File: config.mk
export PLATFORM = sky130hd
export DESIGN_NAME = opc_ctrl
export DESIGN_NICKNAME = d
export VERILOG_FILES = /design/src/rtl/opc_pkg.sv /design/src/rtl/opc_ctrl.sv /design/src/rtl/opc_sync.sv /design/src/rtl/opc_timer.sv
export SDC_FILE = /design/constraint.sdc
export NUM_CORES = 1
export LEC_CHECK = 0
export BUFFER_PORTS_ARGS = -buffer_cell sky130_fd_sc_hd__buf_2
export CAP_MARGIN = 20
export CORE_MARGIN = 8
export CORE_UTILIZATION = 50
export CTS_CLUSTER_SIZE = 30
export DETAILED_ROUTE_END_ITERATION = 6
export GPL_ROUTABILITY_DRIVEN = 0
export PLACE_DENSITY = 0.85
export SYNTH_ARGS = -nofsm -noshare
export SYNTH_HDL_FRONTEND = slang
export SYNTH_SLANG_ARGS = --single-unit
File: constraint.sdc
create_clock -name CLK_I -period 4.2 [get_ports CLK_I]
set_input_delay 0 -clock CLK_I [delete_from_list [all_inputs] [get_ports CLK_I]]
set_output_delay 0 -clock CLK_I [all_outputs]
set_load 0.01 [all_outputs]
File: src/rtl/opc_pkg.sv
// Constants and types shared by the one-time-programmable memory programmer controller
// Notes on behaviour
// - Programmer writes only zeros; ones are left unprogrammed.
// - Byte is driven in parallel; strobe pulses only after address and data settle.
// - Locations may be programmed singly or as a block, in any order.
// - Standard algorithm: one millisecond prime pulse, then verify read.
// - Standard algorithm: repeat prime pulses on mismatch, fail at twenty-five.
// - Standard algorithm: after pass at X pulses, final pulse of 3X ms.
// - After programming, a separate verification pass at normal read conditions.
// - Short-pulse algorithm: 100 microsecond pulse, then verify read.
// - Short-pulse algorithm: fail only after ten failed pulse-and-verify attempts.
// - Protect: enables, strobe, address bit four high, raise voltages, pulse top line low.
// - Each 16-bit word is loaded low byte first, then high byte.
// - Processor clock stays stopped during any programming or verify mode.
`default_nettype none

package opc_pkg;

   // ------------------------------------------------------------
   // Timing
   // ------------------------------------------------------------
   localparam int unsigned CLK_HZ = 125_000_000;
   localparam int unsigned PRIME_US = 1000;
   localparam int unsigned SHORT_US = 100;
   localparam int unsigned PRIME_CYC = PRIME_US * (CLK_HZ / 1_000_000);
   localparam int unsigned SHORT_CYC = SHORT_US * (CLK_HZ / 1_000_000);
   localparam int unsigned SETTLE_NS = 200;
   localparam int unsigned SETTLE_CYC = (SETTLE_NS * (CLK_HZ / 1_000_000) + 999) / 1000;
   localparam int unsigned PROT_US = 100;
   localparam int unsigned PROT_CYC = PROT_US * (CLK_HZ / 1_000_000);
   localparam int unsigned TMR_W = 24;

   // ------------------------------------------------------------
   // Retry limits and widths
   // ------------------------------------------------------------
   localparam logic [4:0] STD_MAX = 5'h19;
   localparam logic [4:0] SHORT_MAX = 5'h0A;
   localparam logic [4:0] FINAL_MULT = 5'h03;
   localparam int unsigned ADDR_W = 13;
   localparam logic [ADDR_W-1:0] PROT_ADDR = 13'h0010;
   localparam int unsigned PROT_BIT = 7;

   // ------------------------------------------------------------
   // Register map (Wishbone word offsets as byte addresses)
   // ------------------------------------------------------------
   localparam logic [3:0] REG_CTRL = 4'h0;
   localparam logic [3:0] REG_ADDR = 4'h4;
   localparam logic [3:0] REG_DATA = 4'h8;
   localparam logic [3:0] REG_STAT = 4'hC;
   localparam logic [2:0] CMD_PROG = 3'h1;
   localparam logic [2:0] CMD_READ = 3'h2;
   localparam logic [2:0] CMD_PROT = 3'h3;
   localparam logic [2:0] CMD_PVFY = 3'h4;
   localparam int unsigned CTRL_ALG_BIT = 3;
   localparam int unsigned CTRL_GO_BIT = 4;

   typedef enum logic [0:0] {
      OPC_ALG_STD,
      OPC_ALG_SHORT
   } opc_alg_t;

endpackage : opc_pkg

`default_nettype wire

File: src/rtl/opc_ctrl.sv
// Host-side programmer controller for the one-time-programmable program memory
//
// Added by the designer: register access over Wishbone and the address map.
`default_nettype none

module opc_ctrl (
   // Clock and reset
   input wire logic CLK_I,
   input wire logic RESET_I,
   // Wishbone slave
   input wire logic CYC_I,
   input wire logic STB_I,
   input wire logic WE_I,
   input wire logic [3:0] ADR_I,
   input wire logic [3:0] SEL_I,
   input wire logic [31:0] DAT_I,
   output logic [31:0] DAT_O,
   output logic ACK_O,
   // Device pins
   output logic [opc_pkg::ADDR_W-1:0] MEM_ADDR_O,
   output logic CHIP_EN_N_O,
   output logic OUT_EN_N_O,
   output logic PROGRAM_STROBE_N_O,
   output logic PROG_VOLT_EN_O,
   output logic PROTECT_VOLTAGE_INPUT_O,
   output logic PROC_CLK_STOP_O,
   output logic [7:0] PROGRAMMER_DATA_LINES_O,
   output logic [7:0] PROGRAMMER_DATA_LINES_OE_O,
   input wire logic [7:0] DEVICE_DATA_LINES_I
);
   import opc_pkg::*;

   typedef enum logic [3:0] {
      ST_IDLE,
      ST_SETUP,
      ST_PULSE,
      ST_VSETUP,
      ST_VSAMPLE,
      ST_FINAL,
      ST_READ,
      ST_PSETUP,
      ST_PPULSE,
      ST_DONE
   } opc_state_t;

   opc_state_t state_q;
   logic [2:0] cmd_q;
   opc_alg_t alg_q;
   logic [ADDR_W-1:0] addr_q;
   logic [15:0] wdata_q;
   logic hi_q;
   logic [4:0] tries_q;
   logic [15:0] rdata_q;
   logic busy_q;
   logic fail_q;
   logic limit_q;
   logic [ADDR_W-1:0] fail_addr_q;
   logic ack_q;
   logic [31:0] dat_q;
   logic tmr_load;
   logic [TMR_W-1:0] tmr_cnt;
   logic tmr_done;
   logic [7:0] din_s;
   logic bus_req;
   logic go;
   logic [7:0] cur_byte;
   logic [ADDR_W-1:0] byte_addr;
   logic [TMR_W-1:0] pulse_cyc;
   logic [TMR_W-1:0] final_cyc;
   logic final_q;

   // Timer load and the state step after done each add one cycle to a pulse
   localparam int unsigned PULSE_TRIM = 2;

   // ------------------------------------------------------------
   // Helpers
   // ------------------------------------------------------------
   opc_timer u_timer (
      .CLK_I(CLK_I),
      .RESET_I(RESET_I),
      .load_i(tmr_load),
      .count_i(tmr_cnt),
      .done_o(tmr_done)
   );

   // Device lines are asynchronous to our clock
   opc_sync #(.W(8)) u_sync (
      .CLK_I(CLK_I),
      .RESET_I(RESET_I),
      .async_i(DEVICE_DATA_LINES_I),
      .sync_o(din_s)
   );

   assign bus_req = CYC_I && STB_I && !ack_q;
   assign go = bus_req && WE_I && (ADR_I == REG_CTRL) && SEL_I[0] && DAT_I[CTRL_GO_BIT]
      && !busy_q;
   assign cur_byte = hi_q ? wdata_q[15:8] : wdata_q[7:0];
   // Word address shifted: low byte at even byte address
   assign byte_addr = {addr_q[ADDR_W-2:0], hi_q};
   assign pulse_cyc = (alg_q == OPC_ALG_STD) ? TMR_W'(PRIME_CYC) : TMR_W'(SHORT_CYC);
   assign final_cyc = TMR_W'(PRIME_CYC * FINAL_MULT * tries_q) - TMR_W'(PULSE_TRIM);

   // ------------------------------------------------------------
   // Wishbone slave: one wait state, ack for a single cycle
   // ------------------------------------------------------------
   always_ff @(posedge CLK_I) begin
      if (RESET_I) begin
         ack_q <= 1'b0;
         dat_q <= '0;
      end else begin
         ack_q <= bus_req;
         dat_q <= '0;
         if (bus_req && !WE_I) begin
            unique case (ADR_I)
               REG_CTRL: dat_q <= {27'h0, 1'b0, alg_q == OPC_ALG_SHORT, cmd_q};
               REG_ADDR: dat_q <= {19'h0, addr_q};
               REG_DATA: dat_q <= {rdata_q, wdata_q};
               REG_STAT: dat_q <= {3'h0, fail_addr_q, 3'h0, tries_q, 5'h0, limit_q, fail_q,
                  busy_q};
               default: dat_q <= '0;
            endcase
         end
      end
   end

   assign ACK_O = ack_q;
   assign DAT_O = dat_q;

   // ------------------------------------------------------------
   // Software-written setup; ignored while busy
   // ------------------------------------------------------------
   always_ff @(posedge CLK_I) begin
      if (RESET_I) begin
         cmd_q <= '0;
         alg_q <= OPC_ALG_STD;
         addr_q <= '0;
         wdata_q <= 16'hFFFF;
      end else if (bus_req && WE_I && !busy_q) begin
         if (ADR_I == REG_CTRL && SEL_I[0]) begin
            cmd_q <= DAT_I[2:0];
            alg_q <= opc_alg_t'(DAT_I[CTRL_ALG_BIT]);
         end
         if (ADR_I == REG_ADDR) begin
            addr_q <= DAT_I[ADDR_W-1:0];
         end
         if (ADR_I == REG_DATA) begin
            wdata_q <= DAT_I[15:0];
         end
      end
   end

   // ------------------------------------------------------------
   // Sequencer
   // ------------------------------------------------------------
   always_ff @(posedge CLK_I) begin
      if (RESET_I) begin
         state_q <= ST_IDLE;
         hi_q <= 1'b0;
         tries_q <= '0;
         rdata_q <= '0;
         busy_q <= 1'b0;
         fail_q <= 1'b0;
         limit_q <= 1'b0;
         fail_addr_q <= '0;
         final_q <= 1'b0;
         tmr_load <= 1'b0;
         tmr_cnt <= '0;
      end else begin
         tmr_load <= 1'b0;
         unique case (state_q)
            ST_IDLE: begin
               if (go) begin
                  busy_q <= 1'b1;
                  fail_q <= 1'b0;
                  limit_q <= 1'b0;
                  final_q <= 1'b0;
                  hi_q <= 1'b0;
                  tries_q <= '0;
                  tmr_load <= 1'b1;
                  tmr_cnt <= TMR_W'(SETTLE_CYC);
                  unique case (DAT_I[2:0])
                     CMD_PROG: state_q <= ST_SETUP;
                     CMD_PROT: state_q <= ST_PSETUP;
                     CMD_READ, CMD_PVFY: state_q <= ST_READ;
                     default: begin
                        busy_q <= 1'b0;
                        state_q <= ST_IDLE;
                     end
                  endcase
               end
            end
            ST_SETUP: begin
               // Strobe waits for address and data to settle
               if (tmr_done && !tmr_load) begin
                  tmr_load <= 1'b1;
                  if (final_q) begin
                     tmr_cnt <= final_cyc;
                     final_q <= 1'b0;
                     state_q <= ST_FINAL;
                  end else begin
                     tmr_cnt <= pulse_cyc - TMR_W'(PULSE_TRIM);
                     tries_q <= tries_q + 5'h01;
                     state_q <= ST_PULSE;
                  end
               end
            end
            ST_PULSE: begin
               if (tmr_done && !tmr_load) begin
                  tmr_load <= 1'b1;
                  tmr_cnt <= TMR_W'(SETTLE_CYC);
                  state_q <= ST_VSETUP;
               end
            end
            ST_VSETUP: begin
               // Extra cycles cover the two-stage synchroniser
               if (tmr_done && !tmr_load) begin
                  tmr_load <= 1'b1;
                  tmr_cnt <= TMR_W'(3);
                  state_q <= ST_VSAMPLE;
               end
            end
            ST_VSAMPLE: begin
               if (tmr_done && !tmr_load) begin
                  // Full byte must read back before it counts as done
                  if ((din_s & ~cur_byte) == 8'h00 && (din_s | ~cur_byte) == 8'hFF) begin
                     if (alg_q == OPC_ALG_STD) begin
                        // Final pulse gets its own settle gap after the verify read
                        final_q <= 1'b1;
                        tmr_load <= 1'b1;
                        tmr_cnt <= TMR_W'(SETTLE_CYC);
                        state_q <= ST_SETUP;
                     end else begin
                        state_q <= ST_FINAL;
                     end
                  end else if ((alg_q == OPC_ALG_STD && tries_q >= STD_MAX) ||
                               (alg_q == OPC_ALG_SHORT && tries_q >= SHORT_MAX)) begin
                     fail_q <= 1'b1;
                     limit_q <= 1'b1;
                     fail_addr_q <= byte_addr;
                     state_q <= ST_DONE;
                  end else begin
                     tmr_load <= 1'b1;
                     tmr_cnt <= TMR_W'(SETTLE_CYC);
                     state_q <= ST_SETUP;
                  end
               end
            end
            ST_FINAL: begin
               if (tmr_done && !tmr_load) begin
                  if (!hi_q) begin
                     tries_q <= '0;
                     hi_q <= 1'b1;
                     tmr_load <= 1'b1;
                     tmr_cnt <= TMR_W'(SETTLE_CYC);
                     state_q <= ST_SETUP;
                  end else begin
                     state_q <= ST_DONE;
                  end
               end
            end
            ST_READ: begin
               // Read at normal conditions, used for the final verify pass; protect verify raises both voltages
               if (tmr_done && !tmr_load) begin
                  if (tries_q == 5'h04) begin
                     if (cmd_q == CMD_PVFY) begin
                        rdata_q <= {15'h0, din_s[PROT_BIT]};
                        state_q <= ST_DONE;
                     end else if (!hi_q) begin
                        rdata_q[7:0] <= din_s;
                        hi_q <= 1'b1;
                        tries_q <= '0;
                        tmr_load <= 1'b1;
                        tmr_cnt <= TMR_W'(SETTLE_CYC);
                     end else begin
                        rdata_q[15:8] <= din_s;
                        state_q <= ST_DONE;
                     end
                  end else begin
                     tries_q <= tries_q + 5'h01;
                  end
               end
            end
            ST_PSETUP: begin
               if (tmr_done && !tmr_load) begin
                  tmr_load <= 1'b1;
                  tmr_cnt <= TMR_W'(PROT_CYC);
                  state_q <= ST_PPULSE;
               end
            end
            ST_PPULSE: begin
               if (tmr_done && !tmr_load) begin
                  state_q <= ST_DONE;
               end
            end
            ST_DONE: begin
               busy_q <= 1'b0;
               // Program keeps its last attempt count for software
               if (cmd_q != CMD_PROG) begin
                  tries_q <= '0;
               end
               hi_q <= 1'b0;
               state_q <= ST_IDLE;
            end
            default: state_q <= ST_IDLE;
         endcase
      end
   end

   // ------------------------------------------------------------
   // Pin drive, all registered
   // ------------------------------------------------------------
   always_ff @(posedge CLK_I) begin
      if (RESET_I) begin
         MEM_ADDR_O <= '0;
         CHIP_EN_N_O <= 1'b1;
         OUT_EN_N_O <= 1'b1;
         PROGRAM_STROBE_N_O <= 1'b1;
         PROG_VOLT_EN_O <= 1'b0;
         PROTECT_VOLTAGE_INPUT_O <= 1'b0;
         PROC_CLK_STOP_O <= 1'b0;
         PROGRAMMER_DATA_LINES_O <= 8'hFF;
         PROGRAMMER_DATA_LINES_OE_O <= 8'h00;
      end else begin
         PROC_CLK_STOP_O <= busy_q || go;
         MEM_ADDR_O <= byte_addr;
         CHIP_EN_N_O <= 1'b1;
         OUT_EN_N_O <= 1'b1;
         PROGRAM_STROBE_N_O <= 1'b1;
         PROG_VOLT_EN_O <= 1'b0;
         PROTECT_VOLTAGE_INPUT_O <= 1'b0;
         PROGRAMMER_DATA_LINES_O <= 8'hFF;
         PROGRAMMER_DATA_LINES_OE_O <= 8'h00;
         unique case (state_q)
            ST_SETUP, ST_PULSE, ST_FINAL: begin
               CHIP_EN_N_O <= 1'b0;
               PROG_VOLT_EN_O <= 1'b1;
               PROGRAMMER_DATA_LINES_O <= cur_byte;
               PROGRAMMER_DATA_LINES_OE_O <= 8'hFF;
               // Short algorithm passes through final with the strobe high
               PROGRAM_STROBE_N_O <= !(state_q == ST_PULSE ||
                  (state_q == ST_FINAL && alg_q == OPC_ALG_STD));
            end
            ST_VSETUP, ST_VSAMPLE: begin
               CHIP_EN_N_O <= 1'b0;
               OUT_EN_N_O <= 1'b0;
               PROG_VOLT_EN_O <= 1'b1;
            end
            ST_READ: begin
               CHIP_EN_N_O <= 1'b0;
               OUT_EN_N_O <= 1'b0;
               if (cmd_q == CMD_PVFY) begin
                  MEM_ADDR_O <= PROT_ADDR;
                  PROG_VOLT_EN_O <= 1'b1;
                  // Protect voltage selects the cell onto the top line
                  PROTECT_VOLTAGE_INPUT_O <= 1'b1;
               end
            end
            ST_PSETUP, ST_PPULSE: begin
               // Enables and strobe held high throughout
               MEM_ADDR_O <= PROT_ADDR;
               PROG_VOLT_EN_O <= 1'b1;
               PROTECT_VOLTAGE_INPUT_O <= 1'b1;
               PROGRAMMER_DATA_LINES_OE_O <= 8'hFF;
               PROGRAMMER_DATA_LINES_O <= {state_q != ST_PPULSE, 7'h7F};
            end
            default: begin
            end
         endcase
      end
   end
endmodule // opc_ctrl
`default_nettype wire

File: src/rtl/opc_sync.sv
// Two flip-flop synchroniser for the device data lines
`default_nettype none

module opc_sync #(
   parameter int unsigned W = 8
) (
   // Clock and reset
   input wire logic CLK_I,
   input wire logic RESET_I,
   // Data
   input wire logic [W-1:0] async_i,
   output logic [W-1:0] sync_o
);
   logic [W-1:0] meta_q;
   logic [W-1:0] sync_q;

   always_ff @(posedge CLK_I) begin
      if (RESET_I) begin
         meta_q <= '0;
         sync_q <= '0;
      end else begin
         meta_q <= async_i;
         sync_q <= meta_q;
      end
   end

   assign sync_o = sync_q;
endmodule // opc_sync
`default_nettype wire

File: src/rtl/opc_timer.sv
// Down-counting pulse timer for strobe widths
`default_nettype none

module opc_timer (
   // Clock and reset
   input wire logic CLK_I,
   input wire logic RESET_I,
   // Control
   input wire logic load_i,
   input wire logic [opc_pkg::TMR_W-1:0] count_i,
   // Status
   output logic done_o
);
   import opc_pkg::*;

   logic [TMR_W-1:0] cnt_q;

   always_ff @(posedge CLK_I) begin
      if (RESET_I) begin
         cnt_q <= '0;
      end else if (load_i) begin
         cnt_q <= count_i;
      end else if (cnt_q != '0) begin
         cnt_q <= cnt_q - 1'b1;
      end
   end

   assign done_o = (cnt_q == '0) && !load_i;
endmodule // opc_timer
`default_nettype wire
Word level (Yosys, flattened, before mapping)
Cells that the tools add are included.
{"block": "totals", "regBits": 208, "in_bits": 53}
{"block": "classes", "mux": 92, "n_addsub": 4, "reduce_logical": 61, "n_lt_le_gt_ge": 2, "n_bitwise": 7, "n_eq_ne": 43, "mul": 1}
{"operator": "24-bit 2-to-1 mux", "n": 17}
{"operator": "24-bit one-hot mux with 8 select lines", "n": 1}
{"operator": "32-bit one-hot mux with 4 select lines", "n": 1}
{"operator": "4-bit 2-to-1 mux", "n": 15}
{"operator": "5-bit 2-to-1 mux", "n": 9}
{"operator": "4-bit one-hot mux with 9 select lines", "n": 1}
{"operator": "2-bit inequality test (second input constant)", "n": 17}
{"operator": "8-bit 2-to-1 mux", "n": 4}
{"operator": "1-bit 2-to-1 mux", "n": 28}
{"operator": "13-bit one-hot mux with 2 select lines", "n": 1}
{"operator": "5-bit one-hot mux with 5 select lines", "n": 1}
{"operator": "24-bit logical NOT", "n": 1}
{"operator": "24-bit nonzero test", "n": 1}
{"operator": "24-bit by 1-bit subtractor with 24-bit output (second input constant)", "n": 1}
{"operator": "24-bit by 2-bit subtractor with 24-bit output (second input constant)", "n": 1}
{"operator": "16-bit by 5-bit multiplier with 21-bit output (first input constant)", "n": 1}
{"operator": "4-bit by 3-bit equality test with 1-bit output (second input constant)", "n": 5}
{"operator": "17-bit by 2-bit subtractor with 18-bit output (second input constant)", "n": 1}
{"operator": "17-bit 2-to-1 mux", "n": 1}
{"operator": "4-bit equality test (second input constant)", "n": 4}
{"operator": "1-bit logical AND", "n": 16}
{"operator": "16-bit 2-to-1 mux", "n": 1}
{"operator": "8-bit one-hot mux with 2 select lines", "n": 1}
{"operator": "13-bit 2-to-1 mux", "n": 1}
{"operator": "other kinds (46)", "n": 80}

Logic depth before layout (Yosys ltp)
Gate-level depths: netlist (run 1).
{"block": "logic_depth", "depth_word": 9, "depth_mapped": 18}

Hierarchy
A second synthesis (run 1) with hierarchy kept.
{"block": "hier_totals", "hier_cells": 1216, "hier_area_um2": 10626.4}
{"module": "opc_ctrl", "instances": 1, "area_each_um2": 8699.6, "cells_each": 1010}
{"module": "opc_timer", "instances": 1, "area_each_um2": 1462.7, "cells_each": 173}
{"module": "opc_sync", "instances": 1, "area_each_um2": 464.2, "cells_each": 33}

Worst setup path after synthesis (run 1)
OpenSTA, ideal clock, no wires.
{"block": "synth_path", "kind": "reg-to-reg", "from": "register tries_q[4]", "to": "register tmr_cnt[23]", "t_arrival_ns": 4.241, "path_stages_with_launch": 16, "path_slack_ns": -0.156, "n_path_buf": 0, "period_less_slack_ns": 4.356, "required_time_ns": 4.085, "path_cell_list": "dfxtp_1 -> ha_1 -> xor2_1 -> ha_1 -> or2_2 -> ha_1 -> ha_1 -> a21oi_1 -> nand2_1 -> or3_1 -> a2111oi_4 -> nand3b_2 -> or4b_4 -> nor4b_4 -> xnor2_1 -> o2bb2ai_2"}
{"block": "synth_via", "elab_chain_cells": 5}
{"item": "from (decl)", "line_no": "opc_ctrl.sv:52", "rtl": "logic [4:0] tries_q;"}
{"item": "from (signal assigned)", "line_no": "opc_ctrl.sv:202", "rtl": "tries_q <= tries_q + 5'h01;"}
{"item": "from (signal assigned)", "line_no": "opc_ctrl.sv:279", "rtl": "tries_q <= tries_q + 5'h01;"}
{"item": "16-bit by 5-bit multiplier with 21-bit output, or another cell as far along", "line_no": "opc_ctrl.sv:101", "rtl": "assign final_cyc = TMR_W'(PRIME_CYC * FINAL_MULT * tries_q) - TMR_W'(PULSE_TRIM);"}
{"item": "24-bit by 2-bit subtractor with 24-bit output, or another cell as far along", "line_no": "opc_ctrl.sv:101"}
{"item": "24-bit 2-to-1 mux or 1-bit logical OR (tied branches)", "line_no": "opc_ctrl.sv:196, opc_ctrl.sv:235"}
{"item": "24-bit 2-to-1 mux or 3-bit inequality test (tied branches)"}
{"item": "24-bit one-hot mux with 8 select lines or 13-bit AND reduction (tied branches)"}
{"item": "to (signal assigned)", "line_no": "opc_ctrl.sv:180", "rtl": "tmr_cnt <= TMR_W'(SETTLE_CYC);"}
{"item": "to (signal assigned)", "line_no": "opc_ctrl.sv:197", "rtl": "tmr_cnt <= final_cyc;"}
{"item": "to (signal assigned)", "line_no": "opc_ctrl.sv:201", "rtl": "tmr_cnt <= pulse_cyc - TMR_W'(PULSE_TRIM);"}
{"item": "to (decl)", "line_no": "opc_ctrl.sv:61", "rtl": "logic [TMR_W-1:0] tmr_cnt;"}
Parallel ways exist; a longest one is shown, timed or not. The select of a mux whose other input is x is not followed.
A chain may end at the register's enable or synchronous reset.

Worst setup path in the final report (run 1)
{"block": "layout_path", "from": "register tries_q[1]", "to": "register tmr_cnt[18]"}
Same word-level chain as after synthesis.

==> metrics, run 1 <==
worst-skew pair later-pin latency=500 ps; Vias=9713; Post-synth ARST share=0; starting density of the core=0.509; Setup WS post-layout=66.1 ps; fmax=0.242 GHz; Tot GR Track Use=0.219; Final Hold Vio Count=0; Post-Place Cell Area=11200 sq um; most frequent cells after synthesis=201 x dfxtp_1, 164 x nor2_1, 134 x nand2_1, 108 x a21oi_1, 58 x clkbuf_1; top cells by area, synth=dfxtp_1 39%, ha_1 6.2%, nor2_1 6.0%; Worst Tran Pin Value=1050 ps; max_cap viols=0; Final period util=0.984; CP Data Arrival Time=4510 ps; core area=20200 sq um; Die X-Extent=160 um; clk slew on worst S/H paths=60 ps; GRT overflow=0; 1st-iter DRT viols=1304; Top cell by count, worst path=buf_4; share of layout cells above drive strength 1=0.201; row cnt=52; Synth area leader=dfxtp_1; delay-heaviest family, CP=adder cells; first-pass GRT wire length=47400 um; Mapped Cells=1220; Slew HR=0.300; die height=160 um; EDFF count, synth=0; Post-route DRC=0; final slew viol count=0; fin util=0.626; CTS Buf Count=21; IR drop worst, VDD=0.000253 V; vias per inst=5.90; sinks on the clock net=201; nets=1476; dpl ws=-70.7 ps; critical-path maximum fanout=5; CP peak stage delay=600 ps; Area growth syn-to-layout=22.9%; sequential share of the synthesized area=0.391; 1st-pass router iterations=6; Design Power=4.81 mW; vias in the first global route=9384; post-layout min period=4130 ps; Power Dens Cells=379 nW/um^2; syn_nets=1333; largest net degree at the start of global routing=74; hold-critical path depth=4; R2R depth=16; dpl hpwl=20400 um; Buf/Inv on CP=5; Final Skew=15.5 ps; H-tree depth=1; Crit Path Class=flip-flop to flip-flop; status=complete, no violations; wirelength, routed=30800 um; register bit count reported by yosys=201; syn_area_per_cell=8.44 sq um; most frequent cell after synthesis=dfxtp_1; Crit path depth=16; TritonCTS clock tree=built; num ports=121; Setup crit end kind=flip-flop; area share of the largest cell type after synthesis=0.391; post-route ant nets=0; Setup violations, final=0; CP Data Required Time=4580 ps; Clock Path Buffers=3; slowest CP cell=fa_1; total die area=25500 sq um; worst hold slack=52.8 ps; Top FF cell, synth=dfxtp_1; type of the worst min-delay path=input pin to flip-flop; number of buffer cells added on primary ports=101; Design Area, Final=12700 sq um; P_leak=5.29 nW; # diodes=0; Yosys warning count=0; detailed-route wire length per cell=18.7 um; initial antenna violation count=0; count of cell types in the netlist=88; startpoint types=flip-flop; worst path cell trace=buf_4 -> ha_1 -> inv_1 -> fa_1 -> inv_1 -> ha_1 -> a21o_1 -> a221oi_4 -> nand3_2 -> a32oi_4 -> buf_4 -> buf_4 -> nand3b_1 -> or3_4 -> xor2_1 -> a22o_1; Synth Cell Area=10300 sq um; Root Driver=clkbuf_16
-- path summary, 6_finish.rpt --
path	startpoint	to	slack, ps
max	tries_q[1]$_SDFFE_PP0P_	tmr_cnt[18]$_SDFFE_PP0P_	70
min	WE_I	DAT_O[14]$_SDFF_PP0_	50
max reg2reg	tries_q[1]$_SDFFE_PP0P_	tmr_cnt[18]$_SDFFE_PP0P_	70
min reg2reg	u_sync.meta_q[2]$_SDFF_PP0_	u_sync.sync_o[2]$_SDFF_PP0_	440
-- metrics by stage --
step           cells  TNS, ps
2_1_floorplan   1220        0
6_report        1646        0
5_1_grt         1646     -480
3_3_place_gp    1570        0
4_1_cts         1641        0
3_5_place_dp    1570     -129
-- report_power, final --
group | internal [mW] | switching, mW | leakage (nW) | total (mW)
registers | 2.02 | 0.107 | 1.63 | 2.12
clock network | 1.05 | 0.754 | 0.320 | 1.81
logic | 0.369 | 0.508 | 3.34 | 0.876
total | 3.44 | 1.37 | 5.29 | 4.81
-- cells in the final DEF, fill, tap and decap left out, types with 6 or more instances in the layout --
| master | instances |
|---|---|
| nor2b_1 | 24 |
| and3_1 | 21 |
| a21oi_1 | 105 |
| nand2_1 | 134 |
| nor3b_1 | 6 |
| mux2i_1 | 48 |
| nand2b_1 | 6 |
| and2_1 | 6 |
| ha_1 | 35 |
| nand3b_1 | 7 |
| buf_4 | 59 |
| a31oi_1 | 8 |
| a311oi_1 | 6 |
| or3_1 | 7 |
| nand3_1 | 28 |
| a21o_1 | 6 |
| nor2_1 | 160 |
| xnor2_1 | 31 |
| clkbuf_16 | 21 |
| ha_4 | 15 |
| nor3_1 | 28 |
| o21ai_0 | 29 |
| a22o_1 | 6 |
| dfxtp_1 | 198 |
| fa_1 | 9 |
| nor4_1 | 9 |
| xor2_1 | 9 |
| inv_1 | 33 |
| a22oi_1 | 31 |
| buf_2 | 100 |
| dlygate4sd3_1 | 33 |
-- worst min-delay path, stage by stage --
cell and delay, ps:
buf_2 90, nor3_1 60, buf_4 170, and3_1 180
-- kinds of logic after synthesis --
family                     synth area share
buffers and inverters                0.0465
DFF                                   0.391
and+or+nand+nor                       0.222
adders and majority gates            0.0794
AOI/OAI and AO/OA                     0.176
muxes                                0.0488
xor gates and xnor gates             0.0366
-- what timing repair did --
action / 4_1_cts / 5_1_grt
resized for setup: 14 / 54
buffers inserted: 2 / 5
setup endpoints to repair: 3 / 7
hold buffers: 33 / 0
hold endpoints to repair: 68 / 0
pin swaps: 6 / 18
-- metal layers --
metal,up-vias,wire length [um],GRT usage
li1,4559,-,-
met4,0,1300,0.0866
met3,110,2440,0.0440
met2,494,15000,0.379
met1,4550,12100,0.263
met5,-,0,0
-- cell type report --
type,instances,area (sq um)
well taps,270,338
repair buffers,195,1310
fillers,1560,7570
multi-input cells,905,6180
inverters,39,146
flip-flops and latches,201,4030
clock inverters,6,63.8
clock buffers,30,599
-- sequential cells by signal (all words and copies together), names as in the netlist, 3 cells and up --
register,cells
u_sync.sync_o,8
state_q,4
cmd_q,3
wdata_q,16
fail_addr_q,13
tmr_cnt,24
u_timer.cnt_q,24
MEM_ADDR_O,13
DAT_O,32
u_sync.meta_q,8
tries_q,5
PROGRAMMER_DATA_LINES_O,8
rdata_q,16
addr_q,13
Power figures use the tool's default switching activity.
==> run 2: changes to the inputs <==
--- a/config.mk
+++ b/config.mk
@@ -7,11 +7,12 @@
 export LEC_CHECK = 0
 export BUFFER_PORTS_ARGS = -buffer_cell sky130_fd_sc_hd__buf_2
 export CAP_MARGIN = 20
-export CORE_MARGIN = 8
+export CORE_MARGIN = 1.5
 export CORE_UTILIZATION = 50
 export CTS_CLUSTER_SIZE = 30
 export DETAILED_ROUTE_END_ITERATION = 6
 export GPL_ROUTABILITY_DRIVEN = 0
+export GPL_TIMING_DRIVEN = 0
 export PLACE_DENSITY = 0.85
 export SYNTH_ARGS = -nofsm -noshare
 export SYNTH_HDL_FRONTEND = slang
==> metrics, run 2 (synthesis gave the netlist of run 1 again) <==
Post-route DRC=0; Final Skew=18.4 ps; P_leak=5.29 nW; status=complete, but fails checks; Final Hold Vio Count=0; detailed-route wire length per cell=19.3 um; Setup TNS Final=-88.8 ps; Setup crit end kind=flip-flop; type of the worst min-delay path=input pin to flip-flop; post-layout min period=4260 ps; TritonCTS clock tree=built; Power Dens Cells=383 nW/um^2; Worst Setup EP=tmr_cnt[23]$_SDFFE_PP0P_; max reg flops=32; sinks on the clock net=201; 1st-iter DRT viols=810; NetSw=1.42 mW; # diodes=0; 1st-pass router iterations=6; CTS Buf Count=21; Setup WS post-layout=-57.1 ps; CP startpoint=tries_q[2]$_SDFFE_PP0P_; RSZ-0062 raised after global routing=true; Tot GR Track Use=0.292; initial antenna violation count=0; Crit Path Class=flip-flop to flip-flop; num ports=121; Die X-Extent=147 um; fin util=0.628; Design Power=4.86 mW; number of buffer cells added on primary ports=100; nets=1509; most frequent cells in the layout=196 x dfxtp_1, 161 x nor2_1, 133 x nand2_1; max_cap viols=0; core area=20200 sq um; row cnt=52; worst-skew pair later-pin latency=510 ps; switching share of power=0.292; starting density of the core=0.509; fillers=1602; commonest non-fill, non-tap cell in the layout=dfxtp_1; IR drop worst, VDD=0.000287 V; R2R depth=13; total die area=21500 sq um; Vias=10200; Root Driver=clkbuf_16; wirelength, routed=32400 um; CP Data Required Time=4590 ps; violated checks=negative setup slack; vias in the first global route=9890; GRT overflow=0; Setup violations, final=2; H-tree depth=1; critical-path maximum fanout=8; dpl ws=-576 ps; Flop pwr share=0.437; Slew HR=0.385; FF-to-FF setup slack=-60 ps; clock share of power=0.376; Comb pwr share=0.187; post-route ant nets=0; vias per inst=6.07; dpl hpwl=21900 um; Int Pwr=3.44 mW; largest net degree at the start of global routing=16; Final period util=1.01; startpoint types=flip-flop; fmax=0.235 GHz; clk slew on worst S/H paths=60 ps; first-pass GRT wire length=50700 um; Area growth syn-to-layout=23.3%; Clock Path Buffers=3; share of layout cells above drive strength 1=0.184; reg-to-reg startpoint=tries_q[2]$_SDFFE_PP0P_; die height=147 um; Worst Tran Pin Value=922 ps; worst hold slack=48.6 ps; CP Data Arrival Time=4640 ps; reg2reg end=tmr_cnt[23]$_SDFFE_PP0P_; final slew viol count=0
run 2: cell types whose count changed in the layout (fill, tap and decap cells not counted), moves of 3 or more:
cell,previous run,this run
buf_2,100,105
dfxtp_4,2,5
buf_4,59,31
o21ai_1,5,2
clkbuf_1,5,60
ha_4,15,11
xnor2_2,2,6
ha_2,1,5
xnor2_1,31,27
run 2: routing by layer:
metal / wire length (um) / global-route usage / share of wire
met1: 12200 / 0.344 / 0.38
met4: 1830 / 0.149 / 0.056
met5: 0 / 0 / 0
met3: 2710 / 0.0469 / 0.083
met2: 15700 / 0.511 / 0.48
run 2: power by group through the flow:
| stage | Sequential [mW] | Clock (mW) | Combinational (mW) |
|---|---|---|---|
| after floorplan | 2.14 | 0 | 0.666 |
| after global placement | 2.16 | 0 | 0.814 |
| after detailed placement | 2.16 | 0 | 0.853 |
| after CTS | 2.12 | 1.83 | 0.887 |
| after global routing | 2.14 | 1.91 | 1.02 |
| final | 2.13 | 1.83 | 0.908 |
run 2: critical path: stages, from the launching register on:
cell	delay [ps]
dfxtp_4	390
fa_1	490
ha_1	330
fa_1	530
ha_2	330
a21oi_1	220
o21ai_2	140
nor2_4	170
a21oi_1	100
o31ai_2	350
or4b_4	560
nor4b_4	270
xnor2_2	170
o2bb2ai_2	70
run 2: stage by stage:
stage,cell area [sq um],std cells
final,12700,1680
after floorplan,10300,1220
after detailed placement,11200,1591
after CTS,12500,1672
after global placement,11200,1590
after global routing,12700,1680
run 2: area by class of cell:
cell class | instances | area [sq um] | share of cell area
plain buffers | 73 | 335 | 0.0264
clock buffers | 30 | 599 | 0.0472
clock inverters | 7 | 75.1 | 0.00591
inverters | 39 | 153 | 0.0120
multi-input cells | 905 | 6170 | 0.486
flip-flops and latches | 201 | 4040 | 0.318
well taps | 270 | 338 | 0.0266
repair buffers | 155 | 988 | 0.0778
run 2: worst min-delay path by stage:
stage | startpoint | end | slack [ps] | depth (start not counted)
after CTS | WE_I | DAT_O[30]$_SDFF_PP0_ | 30 | 4
final | WE_I | DAT_O[30]$_SDFF_PP0_ | 50 | 4
after global routing | WE_I | DAT_O[30]$_SDFF_PP0_ | 40 | 4
after detailed placement | DEVICE_DATA_LINES_I[3] | u_sync.meta_q[3]$_SDFF_PP0_ | 220 | 2
after floorplan | DEVICE_DATA_LINES_I[0] | u_sync.meta_q[0]$_SDFF_PP0_ | 130 | 1
after global placement | DEVICE_DATA_LINES_I[6] | u_sync.meta_q[6]$_SDFF_PP0_ | 210 | 2
run 2: repair_timing:
action,4_1_cts,5_1_grt
endpoints found under the setup margin,11,7
pin swaps,18,8
hold buffers,32,0
setup buffers,14,6
resized for setup,56,25
hold endpoints to repair,45,0
